[src/design/pgs_pkg.sv]
// Package: constants and types of the gating sequencer and its control end
package pgs_pkg;

  typedef logic [47:0] pgs_cnt_t;

  localparam logic [63:0] CLK_HZ = 64'd200000000;
  localparam logic [63:0] CYC_PER_MS = CLK_HZ / 64'd1000;

  // Times in their own units
  localparam logic [63:0] FILT_M4_MS = 64'd500;
  localparam logic [63:0] FILT_M5_MS = 64'd1000;
  localparam logic [63:0] FILT_M16_MS = 64'd2000;
  localparam logic [63:0] TOL_M4_MS = 64'd2000;
  localparam logic [63:0] TOL_STD_MS = 64'd4000;
  localparam logic [63:0] CTL_END_MS = 64'd100;
  localparam logic [63:0] PAIR_WIN_MS = 64'd500;
  localparam logic [63:0] TMO_MIN = 64'd10;
  localparam logic [63:0] TMO_EXT_H = 64'd100;
  localparam logic [63:0] STRETCH_MS = 64'd200;

  // Derived cycle counts
  localparam pgs_cnt_t FILT_M4_CYC = pgs_cnt_t'(FILT_M4_MS * CYC_PER_MS);
  localparam pgs_cnt_t FILT_M5_CYC = pgs_cnt_t'(FILT_M5_MS * CYC_PER_MS);
  localparam pgs_cnt_t FILT_M16_CYC = pgs_cnt_t'(FILT_M16_MS * CYC_PER_MS);
  localparam pgs_cnt_t TOL_M4_CYC = pgs_cnt_t'(TOL_M4_MS * CYC_PER_MS);
  localparam pgs_cnt_t TOL_STD_CYC = pgs_cnt_t'(TOL_STD_MS * CYC_PER_MS);
  localparam pgs_cnt_t CTL_END_CYC = pgs_cnt_t'(CTL_END_MS * CYC_PER_MS);
  localparam pgs_cnt_t PAIR_WIN_CYC = pgs_cnt_t'(PAIR_WIN_MS * CYC_PER_MS);
  localparam pgs_cnt_t TMO_CYC =
    pgs_cnt_t'(TMO_MIN * 64'd60000 * CYC_PER_MS);
  localparam pgs_cnt_t TMO_EXT_CYC =
    pgs_cnt_t'(TMO_EXT_H * 64'd3600000 * CYC_PER_MS);
  localparam pgs_cnt_t STRETCH_CYC = pgs_cnt_t'(STRETCH_MS * CYC_PER_MS);

  // Wire bridge codes
  localparam logic [2:0] BRIDGE_M1 = 3'h1;
  localparam logic [2:0] BRIDGE_M4 = 3'h2;
  localparam logic [2:0] BRIDGE_M5 = 3'h3;
  localparam logic [2:0] BRIDGE_M6 = 3'h4;

  // Seven-segment patterns, gfedcba, active low
  localparam logic [6:0] SEG_1 = 7'h79;
  localparam logic [6:0] SEG_4 = 7'h19;
  localparam logic [6:0] SEG_5 = 7'h12;
  localparam logic [6:0] SEG_6 = 7'h02;
  localparam logic [6:0] SEG_ERR = 7'h06;
  localparam logic [6:0] SEG_RST = 7'h7F;

  localparam int TOP_BEAMS = 4;

  typedef enum logic [1:0] {
    PGS_IDLE = 2'b00,
    PGS_PAIR = 2'b01,
    PGS_ARMED = 2'b10,
    PGS_GATING = 2'b11
  } pgs_state_e;

  typedef enum logic [0:0] {
    PGC_IDLE = 1'b0,
    PGC_REQ = 1'b1
  } pgs_cstate_e;

endpackage

[src/design/pgs_link_if.sv]
// Interface: link between machine control and gating sequencer
`timescale 1ns/1ps
`default_nettype none
interface pgs_link_if;
  logic gating_request;
  logic timer_hold;
  logic process_gating;
  logic field_interrupted;

  modport device (
    input gating_request,
    input timer_hold,
    output process_gating,
    output field_interrupted
  );

  modport control (
    output gating_request,
    output timer_hold,
    input process_gating,
    input field_interrupted
  );
endinterface
`default_nettype wire

[src/design/pgs_device.sv]
// Module: light curtain receiver end of the gating sequencer
`timescale 1ns/1ps
`default_nettype none
module pgs_device #(
  parameter int N_BEAMS = 16,
  parameter pgs_pkg::pgs_cnt_t FILT_M4 = pgs_pkg::FILT_M4_CYC,
  parameter pgs_pkg::pgs_cnt_t FILT_M5 = pgs_pkg::FILT_M5_CYC,
  parameter pgs_pkg::pgs_cnt_t FILT_M16 = pgs_pkg::FILT_M16_CYC,
  parameter pgs_pkg::pgs_cnt_t TOL_M4 = pgs_pkg::TOL_M4_CYC,
  parameter pgs_pkg::pgs_cnt_t TOL_STD = pgs_pkg::TOL_STD_CYC,
  parameter pgs_pkg::pgs_cnt_t CTL_END = pgs_pkg::CTL_END_CYC,
  parameter pgs_pkg::pgs_cnt_t PAIR_WIN = pgs_pkg::PAIR_WIN_CYC,
  parameter pgs_pkg::pgs_cnt_t TMO = pgs_pkg::TMO_CYC,
  parameter pgs_pkg::pgs_cnt_t TMO_EXT = pgs_pkg::TMO_EXT_CYC
) (
  // Clock and reset
  input wire logic clk_sys,
  input wire logic resetn,
  // Link to machine control
  pgs_link_if.device link,
  // Optics and wiring
  input wire logic [N_BEAMS-1:0] beams_blocked,
  input wire logic [2:0] mode_bridge,
  // Options
  input wire logic timeout_ext_en,
  input wire logic blank_en,
  input wire logic teach_pulse,
  input wire logic restart_pulse,
  // Outputs
  output logic safety_on,
  output logic mode_fault,
  output logic [6:0] seg_n
);
  localparam int TB = pgs_pkg::TOP_BEAMS;

  //////////////////////////////////////////////////////////////////////////
  // Pin inputs

  logic [4:0] pins_clean;
  logic req;
  logic hold;
  logic [2:0] bridge;

  pgs_sync #(.W(5)) u_sync (
    .clk_sys(clk_sys),
    .resetn(resetn),
    .pin_in({mode_bridge, link.gating_request, link.timer_hold}),
    .level_out(pins_clean)
  );

  assign bridge = pins_clean[4:2];
  assign req = pins_clean[1];
  assign hold = pins_clean[0];

  //////////////////////////////////////////////////////////////////////////
  // Mode decode

  logic m1, m4, m5, m6, bad_mode;
  logic pair_mode;
  pgs_pkg::pgs_cnt_t filt_lim, tol_lim, tmo_lim;
  logic [6:0] seg_next;

  always_comb begin
    m1 = (bridge == pgs_pkg::BRIDGE_M1);
    m4 = (bridge == pgs_pkg::BRIDGE_M4);
    m5 = (bridge == pgs_pkg::BRIDGE_M5);
    m6 = (bridge == pgs_pkg::BRIDGE_M6);
    bad_mode = !(m1 || m4 || m5 || m6);
    pair_mode = m1 || m6;
    filt_lim = m4 ? FILT_M4 : (m5 ? FILT_M5 : FILT_M16);
    tol_lim = m4 ? TOL_M4 : TOL_STD;
    tmo_lim = timeout_ext_en ? TMO_EXT : TMO;
    case (1'b1)
      m1: seg_next = pgs_pkg::SEG_1;
      m4: seg_next = pgs_pkg::SEG_4;
      m5: seg_next = pgs_pkg::SEG_5;
      m6: seg_next = pgs_pkg::SEG_6;
      default: seg_next = pgs_pkg::SEG_ERR;
    endcase
  end

  //////////////////////////////////////////////////////////////////////////
  // Beam evaluation with taught blanking

  logic [N_BEAMS-1:0] blank_reg, blank_next;
  logic [N_BEAMS-1:0] ignore, live;
  logic field_int, top_hit;

  genvar b;
  generate
    for (b = 0; b < N_BEAMS; b++) begin : g_beam
      // Object may sit one beam off its taught place
      always_comb begin
        ignore[b] = blank_en && (blank_reg[b]
          || ((b > 0) ? blank_reg[(b > 0) ? b - 1 : b] : 1'b0)
          || ((b < N_BEAMS - 1) ? blank_reg[(b < N_BEAMS - 1) ? b + 1 : b]
              : 1'b0));
        live[b] = beams_blocked[b] && !ignore[b];
      end
    end
  endgenerate

  always_comb begin
    blank_next = teach_pulse ? beams_blocked : blank_reg;
    field_int = |live;
    top_hit = |live[N_BEAMS-1:N_BEAMS-TB];
  end

  //////////////////////////////////////////////////////////////////////////
  // Sequencer

  pgs_pkg::pgs_state_e st_reg, st_next;
  pgs_pkg::pgs_cnt_t tmr_reg, tmr_next;
  pgs_pkg::pgs_cnt_t clr_reg, clr_next;
  pgs_pkg::pgs_cnt_t ctl_reg, ctl_next;
  logic req_d_reg, hold_d_reg;
  logic req_rise, req_fall, hold_rise, hold_fall;

  always_comb begin
    req_rise = req && !req_d_reg;
    req_fall = !req && req_d_reg;
    hold_rise = hold && !hold_d_reg;
    hold_fall = !hold && hold_d_reg;
    st_next = st_reg;
    tmr_next = (tmr_reg == '1) ? tmr_reg : tmr_reg + 48'h1;
    clr_next = '0;
    ctl_next = '0;
    case (st_reg)
      pgs_pkg::PGS_IDLE: begin
        tmr_next = '0;
        if (bad_mode) begin
          st_next = pgs_pkg::PGS_IDLE;
        end else if (!pair_mode) begin
          if (req_rise) st_next = pgs_pkg::PGS_ARMED;
        end else if (req_rise && hold_fall) begin
          st_next = pgs_pkg::PGS_ARMED;
        end else if (req_rise || hold_fall) begin
          st_next = pgs_pkg::PGS_PAIR;
        end
      end
      pgs_pkg::PGS_PAIR: begin
        if (req && !hold) begin
          st_next = pgs_pkg::PGS_ARMED;
          tmr_next = '0;
        end else if (tmr_reg >= PAIR_WIN || (!req && hold) || bad_mode) begin
          st_next = pgs_pkg::PGS_IDLE;
        end
      end
      pgs_pkg::PGS_ARMED: begin
        if (bad_mode) begin
          st_next = pgs_pkg::PGS_IDLE;
        end else if (field_int) begin
          st_next = pgs_pkg::PGS_GATING;
          tmr_next = '0;
        end else if (!req || (pair_mode && req_fall && hold_rise)) begin
          st_next = pgs_pkg::PGS_IDLE;
        end else if (tmr_reg >= tol_lim) begin
          st_next = pgs_pkg::PGS_IDLE;
        end
      end
      pgs_pkg::PGS_GATING: begin
        // Counters restart on any break, so gaps are forgiven
        clr_next = field_int ? '0 : clr_reg + 48'h1;
        ctl_next = (field_int || req) ? '0 : ctl_reg + 48'h1;
        if (bad_mode || tmr_reg >= tmo_lim) begin
          st_next = pgs_pkg::PGS_IDLE;
        end else if (clr_reg >= filt_lim) begin
          st_next = pgs_pkg::PGS_IDLE;
        end else if (ctl_reg >= CTL_END) begin
          st_next = pgs_pkg::PGS_IDLE;
        end
      end
      default: st_next = pgs_pkg::PGS_IDLE;
    endcase
  end

  //////////////////////////////////////////////////////////////////////////
  // Safety output and restart interlock

  logic gating;
  logic gate_next;
  logic viol;
  logic lock_reg, lock_next;
  logic safe_reg, safe_next;
  logic [6:0] seg_reg;
  logic fault_reg;
  logic gate_reg;
  logic fi_reg;

  always_comb begin
    gate_next = (st_next == pgs_pkg::PGS_GATING);
    // The break that opens gating is bridged, not a trip
    gating = (st_reg == pgs_pkg::PGS_GATING) || gate_next;
    // Top beams stay guarded in mode 6 even while bridged
    viol = gating ? (m6 && top_hit) : field_int;
    // Trip beats a restart arriving in the same cycle
    if (viol || bad_mode) begin
      lock_next = 1'b1;
    end else if (restart_pulse) begin
      lock_next = 1'b0;
    end else begin
      lock_next = lock_reg;
    end
    safe_next = !lock_next;
  end

  always_ff @(posedge clk_sys or negedge resetn) begin
    if (!resetn) begin
      st_reg <= pgs_pkg::PGS_IDLE;
      tmr_reg <= '0;
      clr_reg <= '0;
      ctl_reg <= '0;
      req_d_reg <= 1'b0;
      hold_d_reg <= 1'b0;
      blank_reg <= '0;
      lock_reg <= 1'b1;
      safe_reg <= 1'b0;
      seg_reg <= pgs_pkg::SEG_RST;
      fault_reg <= 1'b0;
      gate_reg <= 1'b0;
      fi_reg <= 1'b0;
    end else begin
      st_reg <= st_next;
      tmr_reg <= tmr_next;
      clr_reg <= clr_next;
      ctl_reg <= ctl_next;
      req_d_reg <= req;
      hold_d_reg <= hold;
      blank_reg <= blank_next;
      lock_reg <= lock_next;
      safe_reg <= safe_next;
      seg_reg <= seg_next;
      fault_reg <= bad_mode;
      gate_reg <= gate_next;
      fi_reg <= field_int;
    end
  end

  assign safety_on = safe_reg;
  assign mode_fault = fault_reg;
  assign seg_n = seg_reg;
  assign link.process_gating = gate_reg;
  assign link.field_interrupted = fi_reg;
endmodule
`default_nettype wire

[src/design/pgs_sync.sv]
// Module: three-flop pin synchroniser with agreement filter
`timescale 1ns/1ps
`default_nettype none
module pgs_sync #(
  parameter int W = 1
) (
  // Clock and reset
  input wire logic clk_sys,
  input wire logic resetn,
  // Pins in, clean levels out
  input wire logic [W-1:0] pin_in,
  output logic [W-1:0] level_out
);
  logic [W-1:0] s1_reg;
  logic [W-1:0] s2_reg;
  logic [W-1:0] s3_reg;
  logic [W-1:0] lvl_reg;
  logic [W-1:0] lvl_next;

  genvar i;
  generate
    for (i = 0; i < W; i++) begin : g_bit
      // Takes a change only once the second and third stages agree
      always_comb begin
        lvl_next[i] = (s2_reg[i] == s3_reg[i]) ? s3_reg[i] : lvl_reg[i];
      end
    end
  endgenerate

  always_ff @(posedge clk_sys or negedge resetn) begin
    if (!resetn) begin
      s1_reg <= '0;
      s2_reg <= '0;
      s3_reg <= '0;
      lvl_reg <= '0;
    end else begin
      s1_reg <= pin_in;
      s2_reg <= s1_reg;
      s3_reg <= s2_reg;
      lvl_reg <= lvl_next;
    end
  end

  assign level_out = lvl_reg;
endmodule
`default_nettype wire
[src/flat_wrapper.sv]
// flat-port wrapper written by rule: the top's interface ports become plain ports
module pgs_device_flat 
#(
  parameter int N_BEAMS = 16,
  parameter pgs_pkg::pgs_cnt_t FILT_M4 = pgs_pkg::FILT_M4_CYC,
  parameter pgs_pkg::pgs_cnt_t FILT_M5 = pgs_pkg::FILT_M5_CYC,
  parameter pgs_pkg::pgs_cnt_t FILT_M16 = pgs_pkg::FILT_M16_CYC,
  parameter pgs_pkg::pgs_cnt_t TOL_M4 = pgs_pkg::TOL_M4_CYC,
  parameter pgs_pkg::pgs_cnt_t TOL_STD = pgs_pkg::TOL_STD_CYC,
  parameter pgs_pkg::pgs_cnt_t CTL_END = pgs_pkg::CTL_END_CYC,
  parameter pgs_pkg::pgs_cnt_t PAIR_WIN = pgs_pkg::PAIR_WIN_CYC,
  parameter pgs_pkg::pgs_cnt_t TMO = pgs_pkg::TMO_CYC,
  parameter pgs_pkg::pgs_cnt_t TMO_EXT = pgs_pkg::TMO_EXT_CYC
)
  (clk_sys, resetn, beams_blocked, mode_bridge, timeout_ext_en, blank_en, teach_pulse, restart_pulse, safety_on, mode_fault, seg_n, link_gating_request, link_timer_hold, link_process_gating, link_field_interrupted);
  pgs_link_if link_i ();
  input wire logic clk_sys;
  input wire logic resetn;
  input wire logic [N_BEAMS-1:0] beams_blocked;
  input wire logic [2:0] mode_bridge;
  input wire logic timeout_ext_en;
  input wire logic blank_en;
  input wire logic teach_pulse;
  input wire logic restart_pulse;
  output logic safety_on;
  output logic mode_fault;
  output logic [6:0] seg_n;
  input wire logic [$bits(link_i.gating_request)-1:0] link_gating_request;
  input wire logic [$bits(link_i.timer_hold)-1:0] link_timer_hold;
  output wire logic [$bits(link_i.process_gating)-1:0] link_process_gating;
  output wire logic [$bits(link_i.field_interrupted)-1:0] link_field_interrupted;
  assign link_i.gating_request = link_gating_request;
  assign link_i.timer_hold = link_timer_hold;
  assign link_process_gating = link_i.process_gating;
  assign link_field_interrupted = link_i.field_interrupted;
  pgs_device #(.N_BEAMS(N_BEAMS), .FILT_M4(FILT_M4), .FILT_M5(FILT_M5), .FILT_M16(FILT_M16), .TOL_M4(TOL_M4), .TOL_STD(TOL_STD), .CTL_END(CTL_END), .PAIR_WIN(PAIR_WIN), .TMO(TMO), .TMO_EXT(TMO_EXT)) u_core (.clk_sys(clk_sys), .resetn(resetn), .link(link_i), .beams_blocked(beams_blocked), .mode_bridge(mode_bridge), .timeout_ext_en(timeout_ext_en), .blank_en(blank_en), .teach_pulse(teach_pulse), .restart_pulse(restart_pulse), .safety_on(safety_on), .mode_fault(mode_fault), .seg_n(seg_n));
endmodule
[config.mk]
export PLATFORM = sky130hd
export DESIGN_NAME = pgs_device_flat
export DESIGN_NICKNAME = d
export VERILOG_FILES = /design/src/design/pgs_pkg.sv /design/src/design/pgs_link_if.sv /design/src/design/pgs_device.sv /design/src/design/pgs_sync.sv /design/src/flat_wrapper.sv
export SDC_FILE = /design/constraint.sdc
export NUM_CORES = 1
export LEC_CHECK = 0
export ABC_CLOCK_PERIOD_IN_PS = 6450
export BUFFER_PORTS_ARGS = -buffer_cell sky130_fd_sc_hd__buf_2
export CORE_MARGIN = 2
export CORE_UTILIZATION = 50
export CTS_CLUSTER_DIAMETER = 60
export CTS_CLUSTER_SIZE = 20
export DETAILED_ROUTE_END_ITERATION = 12
export GPL_TIMING_DRIVEN = 0
export PLACE_DENSITY = 0.7
export SETUP_SLACK_MARGIN = 0.1
export SYNTH_ARGS = -nofsm -noshare
export SYNTH_HDL_FRONTEND = slang
export SYNTH_SLANG_ARGS = --single-unit
[constraint.sdc]
create_clock -name clk_sys -period 6.45 [get_ports clk_sys]
set_clock_uncertainty 0.15 [all_clocks]
set_input_delay 1.29 -clock clk_sys [delete_from_list [all_inputs] [get_ports clk_sys]]
set_output_delay 1.29 -clock clk_sys [all_outputs]
set_load 0.03 [all_outputs]
==> Word level (Yosys, flattened, before mapping) <==
Cells that the tools add are included.
{ "totals": {"regBits": 196, "inputBits": 27, "wordCells": 186} }
{ "op_classes": {"n_addsub": 3, "magnitude_cmp": 5, "n_eq_ne": 14, "mux": 35, "n_reduce_logical": 108} }
{ "ops": {"columns": ["cell", "count"], "rows": [
  ["48-bit two-way mux", 9],
  ["48-bit by 1-bit adder with 48-bit output (second input constant)", 3],
  ["48-bit >= comparator", 3],
  ["48-bit case mux with 3 select lines", 1],
  ["48-bit == test (second input constant)", 1],
  ["48-bit by 25-bit >= comparator with 1-bit output (second input constant)", 1],
  ["48-bit by 27-bit >= comparator with 1-bit output (second input constant)", 1],
  ["47-bit two-way mux", 1],
  ["1-bit logical AND", 42],
  ["1-bit logical OR", 41],
  ["30-bit two-way mux", 1],
  ["29-bit two-way mux", 1],
  ["2-bit two-way mux", 14],
  ["1-bit zero test", 22],
  ["7-bit two-way mux", 3],
  ["16-bit OR reduction", 1],
  ["2-bit case mux with 4 select lines", 1],
  ["2-bit == test (second input constant)", 3],
  ["3-bit by 2-bit == test with 1-bit output (second input constant)", 2],
  ["1-bit == test", 5],
  ["4-bit OR reduction", 1],
  ["3-bit by 1-bit == test with 1-bit output (second input constant)", 1],
  ["3-bit == test (second input constant)", 1],
  ["1-bit two-way mux", 3],
  ["3 further kinds", 3]
]} }

==> Longest topological paths before layout <==
Gate-level depths: netlist of run 1.
{ "logic_depth": {"word_depth": 15, "ltp_mapped": 14} }

==> Hierarchy <==
A second synthesis of run 1 with hierarchy kept.
{ "hier_totals": {"hier_cells": 1086, "hier_area_um2": 10446.3} }
{ "by_module_without_submodules": {"columns": ["mod", "n_inst", "cells_each", "area_each_um2"], "rows": [
  ["pgs_device", 1, 1061, 9889.5],
  ["pgs_sync", 1, 25, 556.8]
]} }

==> Worst setup path after synthesis of run 1 <==
Ideal clock, no wire load.
{ "synth_timing": {"path_type": "input-to-reg", "startpoint": "in timeout_ext_en", "endpoint": "reg u_core.gate_reg, in the netlist u_core.link.process_gating", "setup_ps": 67, "t_arrival_ps": 3131, "path_slack_ps": 3102, "path_stages": 7, "path_buffers": 0, "path_cell_list": "inv_1 > ha_1 > a211oi_1 > o21ai_0 > a2111o_1 > a2111oi_2 > a41o_1"} }
{ "synth_between": {"elab_chain_cells": 6} }
{ "synth_rtl": {"columns": ["item", "line_no", "text"], "rows": [
  ["from (decl)", "flat_wrapper.sv:21", "input wire logic timeout_ext_en;"],
  ["47-bit two-way mux", "pgs_device.sv:72", "tmo_lim = timeout_ext_en ? TMO_EXT : TMO;"],
  ["48-bit >= comparator", "pgs_device.sv:165", "if (bad_mode || tmr_reg >= tmo_lim) begin"],
  ["1-bit logical OR", "pgs_device.sv:165", null],
  ["2-bit two-way mux", "pgs_device.sv:165", null],
  ["2-bit case mux with 4 select lines", "pgs_device.sv:128", "case (st_reg)"],
  ["2-bit == test", "pgs_device.sv:191", "gate_next = (st_next == pgs_pkg::PGS_GATING);"],
  ["net u_core.gate_next", "pgs_device.sv:181", "logic gate_next;"],
  ["to (signal assigned)", "pgs_device.sv:234", "gate_reg <= gate_next;"],
  ["to (decl)", "pgs_device.sv:187", "logic gate_reg;"]
]} }
The timed path passes the listed nets, and every way through them passes these cells.
A chain may end at the register's enable or synchronous reset.

==> Worst setup path in the final report of run 1 <==
Ends and elaborated chain as after synthesis.

==> summary.md, run 1 <==
| Metric | Value |
|---|---|
| CP max FO | 10 |
| DRT iter0 DRCs | 591 |
| Core ar. | 20,300 sq um |
| Worst path required time | 6.60 ns |
| Seq cells post-synth | 194 |
| Vias in the first global route | 7,733 |
| Vias | 8,118 |
| Setup ws final | 2.768 ns |
| Max Clk Rate | 271.6 MHz |
| RSZ-0062 raised after global routing | no |
| Total Routing Usage GR | 21.48% |
| Setup crit start kind | input port |
| N_diodes | 0 |
| Ports | 38 |
| Worst Hold Class | reg -> reg |
| Place WS | 2.390 ns |
| Yosys warning count | 0 |
| Fin crit share | 57.09% |
| WL/cell | 15.46 microns |
| Max Cap Viol | 0 |
| Fin crit period | 3.682 ns |
| Post-synth cell types | 73 |
| Synth Instances | 1,103 |
| Type of element capturing the critical path | flop |
| Hpwl dp | 15,450 microns |
| Initial antenna violation count | 0 |
| Prevailing post-synth register cell | dfrtp_1 |
| First drt pass iteration count | 5 |
| CP arrival | 3.83 ns |
| Fin area | 11,530 sq um |
| Setup TNS | 0 ns |
| Std-Cell Rows | 52 |
| CTS tree | done |
| PostCTS Resize Cnt | 0 |
| Clock sink count | 194 |
| RD Place Congestion | 0.8404 |
| Max-slew violation count | 0 |
| Setup-failing EPs final | 0 |
| Hold-fix buffers, CTS | 0 |
| Peak supply drop | 204.0 uV |
| Post-route ant nets | 0 |
| Via density | 5.630 |
| Mean post-synth cell area | 9.421 sq um |
| Number of nets in the layout | 1,219 |
| Slew headroom | 42.89% |
| Die area | 21,950 sq um |
| Mapped Nets | 1,163 |
| EDFF count, synth | 0 |
| Area delta synth->final | 10.97% |
| Post-Syn Area | 10,390 sq um |
| Post-CTS Setup Inserts | 0 |
| CTS Root Buffer Type | clkbuf_16 |
| Fin. Hold Viols | 0 |
| First-pass GRT wire length | 38,480 microns |
| Leakage | 4.676 nW |
| Placed cell area | 10,950 sq um |
| WS Path Type | in -> reg |
| Initial Util | 51.19% |
| DIE WIDTH | 148.2 microns |
| Worst Max-Slew Pin Slew | 0.8501 ns |
| Final Power | 2.684 mW |
| Total Wirelength | 22,290 microns |
| Worst-Skew Late Latency | 0.44 ns |
| Drt drc | 0 |
| IO Port Bufs | 36 |
| Die Y | 148.2 microns |
| Pwr per Cell Area | 232.8 nW/um^2 |
| GRT Residual Overflow | 0 |
| Sequential share of the synthesized area | 46.79% |
| Maximum root-to-sink buffer count | 2 |
| Async S/R FF share, synth | 100.0% |
| Run status | completed |
| Largest net degree at the start of global routing | 111 |
| Layout cell share with drive strength beyond 1 | 10.41% |
| Num CTS Buffers | 17 |
| Clock-pin slew on the worst setup and hold paths | 0.07 ns |
| Number of H-tree levels | 4 |
[worst paths after layout]
check	start	end	slack (ns)	cells after the start
worst min register to register	u_core.u_sync.s1_reg[0]	u_core.u_sync.s2_reg[0]	0.20	0
worst max-delay path	timeout_ext_en	u_core.link.process_gating	2.77	10
worst min-delay path	u_core.u_sync.s1_reg[0]	u_core.u_sync.s2_reg[0]	0.20	0
worst max register to register	u_core.u_sync.level_out[4]	u_core.link.process_gating	3.09	14
min in group asynchronous	resetn	u_core.blank_reg[6]	0.68	1
max in group asynchronous	resetn	u_core.ctl_reg[40]	4.47	2
[placed cells by master (no fill, tap or decap), drive strengths merged, types with 2 or more instances in the layout]
| cell type | count |
|---|---|
| nor2 | 199 |
| dfrtp | 188 |
| nand2 | 74 |
| xor2 | 70 |
| xnor2 | 69 |
| nand3 | 69 |
| buf | 53 |
| nand4 | 47 |
| nor3 | 46 |
| clkbuf | 44 |
| inv | 43 |
| ha | 33 |
| nor4 | 30 |
| and3 | 29 |
| a21oi | 19 |
| o21ai | 17 |
| mux2 | 16 |
| nand2b | 13 |
| and4 | 9 |
| and2 | 8 |
| o2111ai | 7 |
| or3 | 6 |
| dfstp | 6 |
| clkinv | 6 |
| nor2b | 5 |
| a21o | 5 |
| a31oi | 5 |
| maj3 | 5 |
| or4 | 4 |
| nand3b | 3 |
| o21bai | 3 |
| a211oi | 3 |
| o21a | 3 |
| o22ai | 3 |
| o31ai | 2 |
| o211ai | 2 |
| o311ai | 2 |
| or2 | 2 |
[final cells by class]
type | count | area, sq um
clock buffer | 18 | 439.2
tap | 270 | 337.8
clock inverter | 14 | 145.1
multi-input combinational | 831 | 5202
fill | 1824 | 8768
timing repair buffer | 37 | 217.7
buffer | 42 | 191.4
sequential | 194 | 4862
inverter | 36 | 135.1
[where the power goes]
part           internal, mW  switching (mW)
Sequential             1.26          0.0282
Clock                 0.525           0.510
Combinational         0.107           0.251
[cell usage after synthesis, types with 3 or more instances]
master	n	area, sq um
o21ai_1	3	15.01
a21oi_1	19	95.09
o2111ai_1	6	52.55
nor4_1	28	175.2
a21o_1	5	37.54
or4_1	3	22.52
nand4_1	46	287.8
dfrtp_1	188	4705
nand2b_1	13	81.33
nand3b_1	3	22.52
a31oi_1	5	31.28
clkbuf_1	26	97.59
o21ai_0	14	70.07
nor2_2	3	18.77
inv_1	34	127.6
and4_1	9	78.83
xnor2_1	69	604.3
mux2_2	16	180.2
maj3_1	5	50.05
nor2_1	196	735.7
and3_1	28	175.2
nand3_1	69	345.3
nor2b_1	5	31.28
dfstp_2	6	157.7
buf_4	4	30.03
o21bai_1	3	22.52
and2_1	8	50.05
a211oi_1	3	22.52
o22ai_1	3	18.77
nand2_1	74	277.8
o21a_1	3	22.52
nor3_2	4	40.04
xor2_1	70	613.1
nor3_1	42	210.2
ha_1	33	412.9
buf_2	9	45.04
or3_1	6	37.54
[per-stage QoR]
step,utilization [%],std cells,hold slack [ns]
finish,56.80,1442,0.2023
global route,56.80,1442,0.2017
CTS,56.80,1442,0.2054
detailed placement,53.93,1410,0.1889
global placement,53.74,1409,0.1832
floorplan,-,1103,0.1812
[routing by layer]
metal	global-route usage [%]	routed length [microns]
met1	31.18	10760
met2	34.03	10450
met3	3.129	764
met4	5.762	311
met5	0	0
[worst max-delay path: stages]
cell	delay [ns]
buf_2	0.16
inv_1	0.22
ha_1	0.36
or4b_1	0.44
nor4_1	0.40
o221ai_1	0.23
o2111ai_1	0.13
o2111a_1	0.23
a2111oi_2	0.08
a41o_1	0.28
[cell families after synthesis]
kind of cell	share of synthesized area (%)
AOI/OAI and AO/OA	5.900
xor gates and xnor gates	11.72
adders and majority gates	4.455
buffers and inverters	3.143
DFF	46.79
muxes	1.830
and+or+nand+nor	26.17
Note: power is estimated with default switching activity, not from simulation.
==> run 2, diff against run 1 <==
--- a/config.mk
+++ b/config.mk
@@ -5,7 +5,7 @@
 export SDC_FILE = /design/constraint.sdc
 export NUM_CORES = 1
 export LEC_CHECK = 0
-export ABC_CLOCK_PERIOD_IN_PS = 6450
+export ABC_CLOCK_PERIOD_IN_PS = 3400
 export BUFFER_PORTS_ARGS = -buffer_cell sky130_fd_sc_hd__buf_2
 export CORE_MARGIN = 2
 export CORE_UTILIZATION = 50
==> constraint.sdc (replaced) <==
create_clock -name clk_sys -period 3.4 [get_ports clk_sys]
set_clock_uncertainty 0.15 [all_clocks]
set_input_delay 0.68 -clock clk_sys [delete_from_list [all_inputs] [get_ports clk_sys]]
set_output_delay 0.68 -clock clk_sys [all_outputs]
set_load 0.03 [all_outputs]
==> run 2 against run 1 <==
Against the previous run: cell area is 0.26% higher; routed wire length hardly changed; critical path depth is 3 higher; critical endpoint is now u_core.st_reg[1]; largest power group unchanged; highest routed layer unchanged.
==> summary.md, run 2 (synthesized netlist as in run 1, its figures left out) <==
| Metric | Value |
|---|---|
| Run status | completed (unchanged) |
| Total Routing Usage GR | 21.48% (about the same) |
| Type of element capturing the critical path | flop (unchanged) |
| Layout cell share with drive strength beyond 1 | 10.58% (was 10.41%) |
| Worst Hold Class | in -> async (was reg -> reg) |
| IO Port Bufs | 36 (unchanged) |
| Via density | 5.584 (was 5.630) |
| Initial antenna violation count | 0 (unchanged) |
| RSZ-0062 raised after global routing | yes (was no) |
| Combinational share of power | 13.3% (about the same) |
| Initial Util | 51.19% (unchanged) |
| Worst r2r src | u_core.u_sync.level_out[4] (unchanged) |
| Clock sink count | 194 (unchanged) |
| Maximum root-to-sink buffer count | 2 (unchanged) |
| Switching Share | 29.42% (was 29.40%) |
| CP startpoint | u_core.u_sync.level_out[4] (was timeout_ext_en) |
| Post-route ant nets | 0 (unchanged) |
| DRT iter0 DRCs | 553 (was 591) |
| CP max FO | 14 (was 10) |
| Fin area | 11,560 sq um (was 11,530 sq um) |
| Ports | 38 (unchanged) |
| Fin. Hold Viols | 0 (unchanged) |
| Worst path required time | 3.58 ns (was 6.60 ns) |
| Die Y | 148.2 microns (unchanged) |
| Core ar. | 20,300 sq um (unchanged) |
| GRT busiest layer | met2 (unchanged) |
| Leakage | 4.680 nW (was 4.676 nW) |
| M1 GR Usage | 31.16% (was 31.18%) |
| GRT Residual Overflow | 0 (unchanged) |
| Final Hold Slack | 0.06923 ns (was 0.2023 ns) |
| Hpwl dp | 15,450 microns (unchanged) |
| Pwr per Cell Area | 440.6 nW/um^2 (was 232.8 nW/um^2) |
| Number of nets in the layout | 1,219 (unchanged) |
| Drt drc | 0 (unchanged) |
| Commonest non-fill, non-tap cells in the layout | 196 x nor2_1, 188 x dfrtp_1, 74 x nand2_1, 70 x xor2_1 (unchanged) |
| R2R Path End | u_core.st_reg[1] (was u_core.link.process_gating) |
| DIE WIDTH | 148.2 microns (unchanged) |
| Max Cap Viol | 0 (unchanged) |
| CTS Root Buffer Type | clkbuf_16 (unchanged) |
| Max Clk Rate | 314.7 MHz |
| Most common cell after layout, fill and taps aside | nor2_1 (unchanged) |
| Area delta synth->final | 11.26% (was 10.97%) |
| Switching power | 1.499 mW (was 789.0 uW) |
| Clock power share | 38.6% (about the same) |
| Slew headroom | 45.31% (was 42.89%) |
| Worst-case reg-to-reg path depth | 13 (was 14) |
| Num CTS Buffers | 17 (unchanged) |
| First-pass GRT wire length | 38,470 microns (was 38,480 microns) |
| FF-to-FF setup slack | 0.22 ns (was 3.09 ns) |
| CTS tree | done (unchanged) |
| Worst-Skew Late Latency | 0.44 ns (about the same) |
| WL/cell | 15.45 microns (was 15.46 microns) |
| Seq pwr share | 48.1% (about the same) |
| Total Wirelength | 22,300 microns (was 22,290 microns) |
| Number of H-tree levels | 4 (unchanged) |
| Std-Cell Rows | 52 (unchanged) |
| Die area | 21,950 sq um (unchanged) |
| Vias | 8,058 (was 8,118) |
| Fin crit period | 3.178 ns |
| Final Util | 56.95% (was 56.80%) |
| Setup crit start kind | flop (was input port) |
| Setup TNS | 0 ns (unchanged) |
| Setup-failing EPs final | 0 (unchanged) |
| Worst Max-Slew Pin Slew | 0.8140 ns (was 0.8501 ns) |
| Clock-pin slew on the worst setup and hold paths | 0.07 ns (about the same) |
| Vias in the first global route | 7,733 (unchanged) |
| First drt pass iteration count | 5 (unchanged) |
| Post-CTS Setup Inserts | 0 (unchanged) |
| RD Place Congestion | 0.8404 (unchanged) |
| Met2 Resource Use GR | 34.03% (unchanged) |
| Met3 GRT Util | 3.129% (unchanged) |
| Critical Path Sink | u_core.st_reg[1] (was u_core.link.process_gating) |
| Max-slew violation count | 0 (unchanged) |
| Fin crit share | 93.47% |
| CP arrival | 3.36 ns (was 3.83 ns) |
| Placed cell area | 10,950 sq um (unchanged) |
| Cell-internal power | 3.595 mW (was 1.895 mW) |
| Largest net degree at the start of global routing | 111 (unchanged) |
| WS Path Type | reg -> reg (was in -> reg) |
| Peak supply drop | 387.0 uV (was 204.0 uV) |
run 2: stage by stage:
step | power (mW) | setup slack, ns | instances
6_report | 5.094 | 0.2219 | 1443
5_1_grt | 5.316 | 0.05432 | 1442
3_3_place_gp | 3.158 | -1.681 | 1409
3_5_place_dp | 3.174 | -0.05044 | 1410
2_1_floorplan | 2.900 | 0.6621 | 1103
4_1_cts | 5.145 | 0.1384 | 1442
run 2: what timing repair did:
item	4_1_cts	5_1_grt
hold buffers	0	0
resized for setup	1	3
endpoints found under the hold margin	0	0
setup endpoints to repair	1	3
run 2: final cells by class:
cell class | instances | area (sq um)
clock buffer | 18 | 439.2
sequential | 194 | 4862
antenna | 1 | 2.502
fill | 1819 | 8738
buffer | 42 | 191.4
clock inverter | 14 | 145.1
multi-input combinational | 831 | 5230
tap | 270 | 337.8
inverter | 36 | 135.1
timing repair buffer | 37 | 217.7
run 2: power groups by stage:
stage | clock network (mW) | registers [mW] | logic, mW
final | 1.97 | 2.45 | 0.680
after global routing | 2.10 | 2.46 | 0.752
after CTS | 2.01 | 2.45 | 0.683
after detailed placement | 0 | 2.49 | 0.680
after global placement | 0 | 2.49 | 0.665
after floorplan | 0 | 2.52 | 0.377
run 2: how the worst min path moves through the flow:
stage / slack [ns] / end / cells past startpoint
2_1_floorplan: 0.18 / u_core.u_sync.s2_reg[0] / 0
3_3_place_gp: 0.18 / u_core.u_sync.s2_reg[3] / 0
3_5_place_dp: 0.19 / u_core.u_sync.s2_reg[1] / 0
4_1_cts: 0.09 / u_core.blank_reg[7] / 1
5_1_grt: 0.11 / u_core.blank_reg[7] / 1
6_report: 0.07 / u_core.blank_reg[6] / 1
run 2: critical path: stages (launching register included):
cell	delay, ns
dfrtp_1	0.46
nor2b_1	0.14
buf_4	0.17
inv_2	0.09
nor2_4	0.16
inv_2	0.07
buf_2	0.23
ha_1	0.35
and3_1	0.20
nand4_1	0.13
or3b_1	0.41
a31oi_2	0.24
o311ai_1	0.13
o211a_1	0.13
run 2: per-layer routing:
| layer | share of wire (%) | routed length, microns |
|---|---|---|
| met1 | 49 | 10830 |
| met2 | 47 | 10420 |
| met3 | 3.4 | 768 |
| met4 | 1.3 | 291 |
| met5 | 0 | 0 |
